`config.mk`:
```
export PLATFORM = sky130hd
export DESIGN_NAME = swg_core
export DESIGN_NICKNAME = d
export VERILOG_FILES = /design/src/core/swg_pkg.sv /design/src/core/swg_div.sv /design/src/core/swg_core.sv
export SDC_FILE = /design/constraint.sdc
export NUM_CORES = 2
export LEC_CHECK = 0
export ABC_AREA = 1
export BUFFER_PORTS_ARGS = -buffer_cell sky130_fd_sc_hd__buf_2
export CAP_MARGIN = 20
export CORE_UTILIZATION = 35
export DETAILED_ROUTE_END_ITERATION = 16
export MAX_ROUTING_LAYER = met4
export PLACE_DENSITY = 0.57
export SLEW_MARGIN = 20
export SYNTH_ARGS = -nofsm -noshare
export SYNTH_HDL_FRONTEND = slang
export SYNTH_SLANG_ARGS = --single-unit
```
`constraint.sdc`:
```
create_clock -name CLOCK -period 42.7 [get_ports CLOCK]
set_input_delay 6.405 -clock CLOCK [delete_from_list [all_inputs] [get_ports CLOCK]]
set_output_delay 6.405 -clock CLOCK [all_outputs]
set_load 0.05 [all_outputs]
```
`src/core/swg_pkg.sv`:
```
package swg_pkg;
  localparam int ADDR_W = 8;
  localparam int DATA_W = 32;
  localparam int FREQ_W = 16;
  localparam logic [7:0] OFF_CTRL = 8'h00;
  localparam logic [7:0] OFF_AMP = 8'h04;
  localparam logic [7:0] OFF_JUMP = 8'h08;
  localparam logic [7:0] OFF_PERIOD = 8'h0C;
  localparam logic [7:0] OFF_RISE = 8'h10;
  localparam logic [7:0] OFF_STATUS = 8'h14;
  localparam int CTRL_SEL_BIT = 0;
  localparam int ST_FALL_BIT = 16;
  localparam int ST_ACT_BIT = 17;
  localparam logic [9:0] PCT_FULL = 10'h3E8;
  localparam logic [9:0] AMP_MAX = 10'h3E8;
  localparam logic [9:0] JUMP_MAX = 10'h1F4;
  localparam logic [14:0] PERIOD_MAX = 15'h7530;
  localparam logic [0:0] SEL_RST = 1'h0;
  localparam logic [9:0] AMP_RST = 10'h000;
  localparam logic [9:0] JUMP_RST = 10'h000;
  localparam logic [14:0] PERIOD_RST = 15'h0064;
  localparam logic [9:0] RISE_RST = 10'h1F4;
  localparam int CLK_PERIOD_NS = 8;
  localparam int TICK_TIME_NS = 100000;
  localparam int TICK_CYCLES = TICK_TIME_NS / CLK_PERIOD_NS;
  localparam int DIV_NUM_W = 48;
  localparam int DIV_DEN_W = 32;
  localparam int DIV_CNT_W = 6;
endpackage

```
`src/core/swg_div.sv`:
```
`timescale 1ns/10ps
module swg_div
  import swg_pkg::*;
(
  input wire logic clk,
  input wire logic rst_n,
  input wire logic start,
  input wire logic [DIV_NUM_W-1:0] dividend,
  input wire logic [DIV_DEN_W-1:0] divisor,
  output logic busy,
  output logic done,
  output logic [DIV_NUM_W-1:0] quotient
);
  logic [DIV_DEN_W-1:0] rem_reg;
  logic [DIV_DEN_W-1:0] den_reg;
  logic [DIV_CNT_W-1:0] cnt_reg;
  logic [DIV_DEN_W:0] trial;
  logic ge;

  // One quotient bit per cycle keeps the area small; a result needs
  // DIV_NUM_W cycles, far below the update tick.
  always_comb begin
    trial = {rem_reg, quotient[DIV_NUM_W-1]};
    ge = trial >= {1'b0, den_reg};
  end

  always_ff @(posedge clk or negedge rst_n) begin
    if (!rst_n) begin
      rem_reg <= '0;
      den_reg <= '0;
      cnt_reg <= '0;
      quotient <= '0;
      busy <= 1'b0;
      done <= 1'b0;
    end else begin
      done <= 1'b0;
      if (start && !busy) begin
        quotient <= dividend;
        rem_reg <= '0;
        den_reg <= divisor;
        cnt_reg <= DIV_CNT_W'(DIV_NUM_W);
        busy <= 1'b1;
      end else if (busy) begin
        rem_reg <= ge ? DIV_DEN_W'(trial - {1'b0, den_reg})
                      : trial[DIV_DEN_W-1:0];
        quotient <= {quotient[DIV_NUM_W-2:0], ge};
        cnt_reg <= cnt_reg - 1'b1;
        if (cnt_reg == DIV_CNT_W'(1'h1)) begin
          busy <= 1'b0;
          done <= 1'b1;
        end
      end
    end
  end
endmodule

```
`src/core/swg_core.sv`:
```
// Behaviour
// - Select 0: amplitude is set frequency times the amplitude per-mille.
// - Select 1: amplitude is maximum frequency times amplitude per-mille.
// - Jump frequency is the amplitude times the jump per-mille, 0 to 500.
// - The swing output is clamped to the lower and upper limit.
// - One swing takes the period, 0.0 s to 3000.0 s, default 10.0 s.
// - The rise lasts the period times the rise coefficient, default 50.0%.
// - The fall lasts the period times one minus the rise coefficient.
// - The output swings up and down about the set frequency as its center.
// - A zero amplitude setting disables swing and passes the set frequency.
//
// The implementer's own choices: the plain strobed port and the placing of the registers.
`timescale 1ns/10ps
module swg_core
  import swg_pkg::*;
#(
  parameter int TICK_CYC = TICK_CYCLES
)
(
  input wire logic CLOCK,
  input wire logic RST_N,
  input wire logic RUN,
  input wire logic [FREQ_W-1:0] SET_FREQ,
  input wire logic [FREQ_W-1:0] MAX_FREQ,
  input wire logic [FREQ_W-1:0] UPPER_FREQ,
  input wire logic [FREQ_W-1:0] LOWER_FREQ,
  input wire logic [ADDR_W-1:0] ADDR,
  input wire logic [DATA_W-1:0] WDATA,
  input wire logic WR,
  input wire logic RD,
  output logic [DATA_W-1:0] RDATA,
  output logic [FREQ_W-1:0] FREQ_OUT,
  output logic SWING_ACTIVE
);
  logic sel_reg;
  logic [9:0] amp_reg;
  logic [9:0] jump_reg;
  logic [14:0] period_reg;
  logic [9:0] rise_reg;
  logic [31:0] tick_cnt_reg;
  logic tick_reg;
  logic [31:0] pos_reg;
  logic fall_reg;
  logic [18:0] start_reg;
  logic dir_reg;
  logic [15:0] base;
  logic [25:0] amp_prod;
  logic [15:0] swing_amplitude_value;
  logic [25:0] jump_prod;
  logic [15:0] jmp;
  logic [31:0] rise_ticks;
  logic [31:0] fall_ticks;
  logic [31:0] cur_ticks;
  logic [16:0] span;
  logic bypass;
  logic div_start;
  logic div_busy;
  logic div_done;
  logic [DIV_NUM_W-1:0] div_q;
  logic [18:0] ramp;
  logic [15:0] clamped;
  logic [DATA_W-1:0] rd_mux;

  always_comb begin
    base = sel_reg ? MAX_FREQ : SET_FREQ;
    amp_prod = 26'(base) * 26'(amp_reg);
    swing_amplitude_value = 16'(amp_prod / 26'(PCT_FULL));
    jump_prod = 26'(swing_amplitude_value) * 26'(jump_reg);
    jmp = 16'(jump_prod / 26'(PCT_FULL));
    rise_ticks = 32'(period_reg) * 32'(rise_reg);
    fall_ticks = 32'(period_reg) * 32'(PCT_FULL - rise_reg);
    cur_ticks = fall_reg ? fall_ticks : rise_ticks;
    span = 17'({swing_amplitude_value, 1'b0}) - 17'(jmp);
    bypass = !RUN || (amp_reg == '0) || (period_reg == '0);
    div_start = tick_reg && !bypass && (cur_ticks != '0);
  end

  // Register writes; out-of-range amplitude, jump, period and rise values saturate at the top of range; control keeps bit 0 only.
  always_ff @(posedge CLOCK or negedge RST_N) begin
    if (!RST_N) begin
      sel_reg <= SEL_RST;
      amp_reg <= AMP_RST;
      jump_reg <= JUMP_RST;
      period_reg <= PERIOD_RST;
      rise_reg <= RISE_RST;
    end else if (WR) begin
      case (ADDR)
        OFF_CTRL: sel_reg <= WDATA[CTRL_SEL_BIT];
        OFF_AMP: amp_reg <= (WDATA > 32'(AMP_MAX)) ? AMP_MAX : WDATA[9:0];
        OFF_JUMP: jump_reg <= (WDATA > 32'(JUMP_MAX)) ? JUMP_MAX : WDATA[9:0];
        OFF_PERIOD: period_reg <= (WDATA > 32'(PERIOD_MAX)) ? PERIOD_MAX
                                                             : WDATA[14:0];
        OFF_RISE: rise_reg <= (WDATA > 32'(PCT_FULL)) ? PCT_FULL : WDATA[9:0];
        default: ;
      endcase
    end
  end

  always_comb begin
    case (ADDR)
      OFF_CTRL: rd_mux = {31'h0, sel_reg};
      OFF_AMP: rd_mux = {22'h0, amp_reg};
      OFF_JUMP: rd_mux = {22'h0, jump_reg};
      OFF_PERIOD: rd_mux = {17'h0, period_reg};
      OFF_RISE: rd_mux = {22'h0, rise_reg};
      OFF_STATUS: begin
        rd_mux = {16'h0, FREQ_OUT};
        rd_mux[ST_FALL_BIT] = fall_reg;
        rd_mux[ST_ACT_BIT] = SWING_ACTIVE;
      end
      default: rd_mux = '0;
    endcase
  end

  always_ff @(posedge CLOCK or negedge RST_N) begin
    if (!RST_N) begin
      RDATA <= '0;
    end else begin
      RDATA <= RD ? rd_mux : '0;
    end
  end

  // A 100 us tick: the period is in tenths of a second, so a period unit
  // is exactly 1000 ticks and the rise time needs no division.
  always_ff @(posedge CLOCK or negedge RST_N) begin
    if (!RST_N) begin
      tick_cnt_reg <= '0;
      tick_reg <= 1'b0;
    end else begin
      tick_reg <= (tick_cnt_reg == 32'(TICK_CYC - 1));
      tick_cnt_reg <= (tick_cnt_reg == 32'(TICK_CYC - 1)) ? '0
                                                        : tick_cnt_reg + 1'b1;
    end
  end

  always_ff @(posedge CLOCK or negedge RST_N) begin
    if (!RST_N) begin
      pos_reg <= '0;
      fall_reg <= 1'b0;
    end else if (bypass) begin
      pos_reg <= '0;
      fall_reg <= 1'b0;
    end else if (tick_reg) begin
      if (pos_reg + 1'b1 >= cur_ticks) begin
        pos_reg <= '0;
        fall_reg <= !fall_reg;
      end else begin
        pos_reg <= pos_reg + 1'b1;
      end
    end
  end

  // The ramp starts a jump away from the peak it left, then runs to the
  // opposite peak, both peaks sitting one amplitude from the center.
  always_ff @(posedge CLOCK or negedge RST_N) begin
    if (!RST_N) begin
      start_reg <= '0;
      dir_reg <= 1'b0;
    end else if (div_start) begin
      dir_reg <= fall_reg;
      if (fall_reg) begin
        start_reg <= 19'(SET_FREQ) + 19'(swing_amplitude_value)
                     - 19'(jmp);
      end else begin
        start_reg <= 19'(SET_FREQ) - 19'(swing_amplitude_value)
                     + 19'(jmp);
      end
    end
  end

  swg_div swg_div_i (
    .clk(CLOCK),
    .rst_n(RST_N),
    .start(div_start),
    .dividend(48'(span) * 48'(pos_reg)),
    .divisor(cur_ticks),
    .busy(div_busy),
    .done(div_done),
    .quotient(div_q)
  );

  always_comb begin
    ramp = dir_reg ? start_reg - 19'(div_q) : start_reg + 19'(div_q);
    if ($signed(ramp) > $signed({3'h0, UPPER_FREQ})) begin
      clamped = UPPER_FREQ;
    end else if ($signed(ramp) < $signed({3'h0, LOWER_FREQ})) begin
      clamped = LOWER_FREQ;
    end else begin
      clamped = ramp[15:0];
    end
  end

  always_ff @(posedge CLOCK or negedge RST_N) begin
    if (!RST_N) begin
      FREQ_OUT <= '0;
      SWING_ACTIVE <= 1'b0;
    end else begin
      SWING_ACTIVE <= !bypass;
      if (bypass) begin
        FREQ_OUT <= SET_FREQ;
      end else if (div_done) begin
        FREQ_OUT <= clamped;
      end
    end
  end

  a_bypass_pass: assert property (@(posedge CLOCK) disable iff (!RST_N)
    (amp_reg == '0) |=> (FREQ_OUT == $past(SET_FREQ)))
    else $error("zero amplitude did not pass set frequency");

  a_upper_clamp: assert property (@(posedge CLOCK) disable iff (!RST_N)
    (div_done && !bypass && LOWER_FREQ <= UPPER_FREQ)
      |=> (FREQ_OUT <= $past(UPPER_FREQ)))
    else $error("swing output above upper limit");

  a_lower_clamp: assert property (@(posedge CLOCK) disable iff (!RST_N)
    (div_done && !bypass && LOWER_FREQ <= UPPER_FREQ)
      |=> (FREQ_OUT >= $past(LOWER_FREQ)))
    else $error("swing output below lower limit");

  a_amp_center: assert property (@(posedge CLOCK) disable iff (!RST_N)
    !sel_reg |-> (32'(swing_amplitude_value) * 32'(PCT_FULL)
      <= 32'(SET_FREQ) * 32'(amp_reg)
      && 32'(SET_FREQ) * 32'(amp_reg)
      < (32'(swing_amplitude_value) + 32'h1) * 32'(PCT_FULL)))
    else $error("center-relative amplitude wrong");

  a_amp_maximum: assert property (@(posedge CLOCK) disable iff (!RST_N)
    sel_reg |-> (32'(swing_amplitude_value) * 32'(PCT_FULL)
      <= 32'(MAX_FREQ) * 32'(amp_reg)
      && 32'(MAX_FREQ) * 32'(amp_reg)
      < (32'(swing_amplitude_value) + 32'h1) * 32'(PCT_FULL)))
    else $error("maximum-relative amplitude wrong");

  a_jump_bound: assert property (@(posedge CLOCK) disable iff (!RST_N)
    (17'(jmp) * 17'h2 <= 17'(swing_amplitude_value))
      && (jump_reg != '0 || jmp == '0))
    else $error("jump frequency out of range");

  a_period_split: assert property (@(posedge CLOCK) disable iff (!RST_N)
    rise_ticks + fall_ticks == 32'(period_reg) * 32'h3E8)
    else $error("rise and fall do not fill the period");

  a_rise_end: assert property (@(posedge CLOCK) disable iff (!RST_N)
    (tick_reg && !bypass && !fall_reg && rise_ticks != '0
      && pos_reg == rise_ticks - 1) |=> (fall_reg && pos_reg == '0))
    else $error("rise did not end on time");

  a_fall_end: assert property (@(posedge CLOCK) disable iff (!RST_N)
    (tick_reg && !bypass && fall_reg && fall_ticks != '0
      && pos_reg < fall_ticks - 32'h1)
      |=> (fall_reg && pos_reg == $past(pos_reg) + 32'h1))
    else $error("fall ended early");

  a_cycle_restart: assert property (@(posedge CLOCK)
    disable iff (!RST_N)
    (tick_reg && !bypass && fall_reg && pos_reg + 1 >= fall_ticks)
      ##1 !bypass |-> !fall_reg && pos_reg == '0)
    else $error("triangle did not restart");
endmodule

```
==> reports/metrics.csv <==
stage,metric,value,unit
clock_tree,clock root cell,clkbuf_16,
clock_tree,clk buf depth,3,
detailed_routing,residual DRC count,2,
detailed_routing,Vias,58910,
setup_path,r2r startpoint,sel_reg,
cells_and_area,fill count,19210,
synthesis,Synth Warn #,0,
grt,largest net degree at the start of global routing,98,
synthesis,ys flop type,dfrtp_1,
grt,first-pass GRT wire length,329000,um
synthesis,Post-synth EDFFs,0,
detailed_routing,final WL,208500,um
clock_tree,CTS tree,done,
cells_and_area,Final Net Count,10940,
synthesis,Mapped Area,66510,um2
placed_design,dpl ws,-1173,ps
die,die area,191800,um2
cells_and_area,fin area,78550,um2
synthesis,synthesized area per cell,7.628,um2
placed_design,dpl hpwl,167400,um
clock_tree,htree depth,2,
min_path,Hold Path Depth,1,
min_path,Min-Delay Startpoint,tick_cnt_reg[0],
placed_design,number of port buffers,143,
sta,final setup vio count,0,
clock_tree,clock slew at reported path FFs,50,ps
setup_path,Setup crit start,SET_FREQ[0],
sta,Worst-Margin Slew,1129,ps
clock_tree,CTS Sinks,281,
grt,number of global-route vias before repair,60020,
sta,setup_tns,0,ps
sta,"Slew Viols, Final",0,
grt,Tot GR Track Use,0.2211,
status,status,"finished, violations left",
sta,Setup WS post-layout,788.9,ps
clock_tree,Hold Buf Count CTS,0,
detailed_routing,DRT iter0 DRCs,3748,
setup_path,critical path's slowest cell,fa_1,
clock_tree,CTS buffer count,37,
die,Die X,437.9,um
setup_path,WP data required,43160,ps
cells_and_area,share of post-route cells with drive strength above 1,0.2265,
detailed_routing,WL/cell,17.55,um
detailed_routing,drt via density,4.958,
sta,final period demand of the worst path,41910,ps
min_path,Hold/Removal Path Class,flop to flop,
placed_design,GPL Wtd Cong,0.9809,
setup_path,"critical path fanouts, max",7,
setup_path,Levels on crit path,277,
die,# rows,159,
grt,gr ovfl total,0,
setup_path,CP endpoint kind,flop,
setup_path,Worst Reg-to-Reg Cells,275,
detailed_routing,uppermost layer routed,met4,
setup_path,Slowest Stage Delay on Critical Path,550,ps
sta,Slew HR,0.2471,
sta,Final Hold Fails,0,
sta,Fmax,0.02386,GHz
detailed_routing,met2 WL,101700,um
cells_and_area,Reg with most FFs,swg_div_i.quotient,
cells_and_area,area grow syn2layout,18.10,%
synthesis,sequential element share of the synthesized area,0.1059,
die,die height,437.9,um
die,IO Pins,158,
die,CORE AREA,188200,um2
cells_and_area,max FFs per register,48,
setup_path,Crit path arrival time,42370,ps
status,failing checks,design-rule violations,
detailed_routing,DRT met1 WL,88380,um
synthesis,Syn Inst Count,8720,
synthesis,post-synth cell types,90,
synthesis,register bit total from synthesis,281,
setup_path,worst path buffer plus inverter count,38,
sta,Tcrit/Tclk final,0.9815,
detailed_routing,met3 WL,10920,um
setup_path,crit path kind,primary input to flop,
die,Initial Util,0.3534,
synthesis,async set or reset register ratio after synthesis,1.000,
setup_path,crit start category,primary input,
sta,Hold Slack,458.9,ps
sta,RSZ-0062 raised after global routing,true,
grt,initial antenna violation count,3,
run,maxcap violations,0,
setup_path,Top Family by Delay on Critical Path,simple AND/OR/NAND/NOR gates,
clock_tree,Worst-Skew Late Latency,590,ps
setup_path,Crit path top cell by count,nand2_4,
detailed_routing,first-pass iteration count of the detailed router,12,
placed_design,Placed Instance Area,73310,um2
detailed_routing,Detail Route Antenna Nets,0,
sta,Worst Skew,28.74,ps
-- per-stage QoR --
stage,instances,utilization
2_1_floorplan,8733,-
3_3_place_gp,11700,0.3895
5_1_grt,11880,0.4174
3_5_place_dp,11700,0.3895
6_report,11880,0.4174
4_1_cts,11770,0.3970
-- cell usage after synthesis, types with 13 or more instances --
| cell | instances | area, um2 |
|---|---|---|
| a21oi_1 | 346 | 1732 |
| a21oi_2 | 13 | 113.9 |
| a31oi_1 | 24 | 150.1 |
| buf_1 | 22 | 82.58 |
| buf_4 | 17 | 127.6 |
| buf_6 | 15 | 168.9 |
| clkbuf_1 | 177 | 664.4 |
| clkbuf_8 | 35 | 481.7 |
| clkinv_1 | 23 | 86.33 |
| dfrtp_1 | 272 | 6807 |
| fa_1 | 908 | 18180 |
| ha_1 | 563 | 7044 |
| inv_1 | 1843 | 6918 |
| inv_2 | 63 | 236.5 |
| nand2_1 | 1647 | 6182 |
| nand2_2 | 202 | 1264 |
| nand2_4 | 100 | 1126 |
| nand3_1 | 380 | 1902 |
| nand3_2 | 85 | 850.8 |
| nand4_1 | 52 | 325.3 |
| nor2_1 | 643 | 2414 |
| nor2_2 | 74 | 462.9 |
| nor2_4 | 43 | 484.2 |
| nor3_1 | 60 | 300.3 |
| nor4_1 | 24 | 150.1 |
| o211ai_1 | 50 | 375.4 |
| o21ai_0 | 321 | 1607 |
| o21ai_1 | 48 | 240.2 |
| o21ai_2 | 16 | 140.1 |
| o21bai_1 | 50 | 375.4 |
| o221ai_1 | 39 | 341.6 |
| o22ai_1 | 42 | 262.8 |
| or2_2 | 34 | 212.7 |
| xnor2_1 | 65 | 569.3 |
| xor2_1 | 191 | 1673 |
-- logic make-up after synthesis --
group,synth area share
xor gates and xnor gates,0.03469
adders and majority gates,0.3792
AOI/OAI and AO/OA,0.09332
DFF,0.1059
buffers and inverters,0.1399
other,0.00005638
and+or+nand+nor,0.2469
-- final cells by class --
cell class	instances	area, um2	share of cell area
Multi-Input combinational cell	6206	53210	0.6774
Inverter	1950	7431	0.09460
Sequential cell	281	7043	0.08966
Timing Repair Buffer	880	6499	0.08273
Tap cell	2495	3122	0.03974
Clock buffer	50	1025	0.01304
Clock inverter	16	217.7	0.002771
Antenna cell	3	7.507	0.00009557
-- per-layer routing --
metal  up-vias  track usage
met5         -            -
met1     29060       0.2793
met3       350      0.02270
met2      1481       0.3687
met4         0      0.07320
li1      28010            -
-- path summary, 6_finish.rpt --
path | endpoint | slack, ps
max in group asynchronous | period_reg[14] | 33750
worst min-delay path | tick_cnt_reg[0] | 460
min in group asynchronous | swg_div_i.quotient[31] | 5860
worst max-delay path | swg_div_i.quotient[47] | 790
worst min register to register | tick_cnt_reg[0] | 460
worst max register to register | swg_div_i.quotient[47] | 4930
-- cell usage in the layout, fill, tap and decap left out, types with 39 or more instances in the layout --
| cell | count |
|---|---|
| nand3_1 | 313 |
| dfrtp_1 | 272 |
| buf_4 | 689 |
| nand2_4 | 163 |
| nand3_2 | 122 |
| inv_1 | 1791 |
| buf_2 | 140 |
| buf_6 | 44 |
| nor2_1 | 591 |
| nor2_2 | 86 |
| nor2_4 | 83 |
| o21ai_1 | 41 |
| a21oi_2 | 47 |
| o22ai_1 | 42 |
| xnor2_1 | 61 |
| o21ai_2 | 42 |
| nand3_4 | 41 |
| ha_1 | 532 |
| nand4_1 | 52 |
| fa_1 | 888 |
| o21ai_0 | 286 |
| o221ai_1 | 39 |
| o211ai_1 | 50 |
| xor2_1 | 184 |
| a21oi_1 | 300 |
| nand2_2 | 246 |
| nand2_1 | 1531 |
| inv_2 | 109 |
| nor3_1 | 52 |
| o21bai_1 | 44 |
-- what timing repair did --
item                                   4_1_cts  5_1_grt
buffers inserted                             3      105
pin swaps                                   17      397
setup endpoints to repair                    9       32
resized for setup                           36      720
gates cloned                                 0        3
endpoints found under the hold margin        0        0
Power is not shown: default switching activity piles up to over one toggle a cycle in this logic, so the estimate is an artifact.
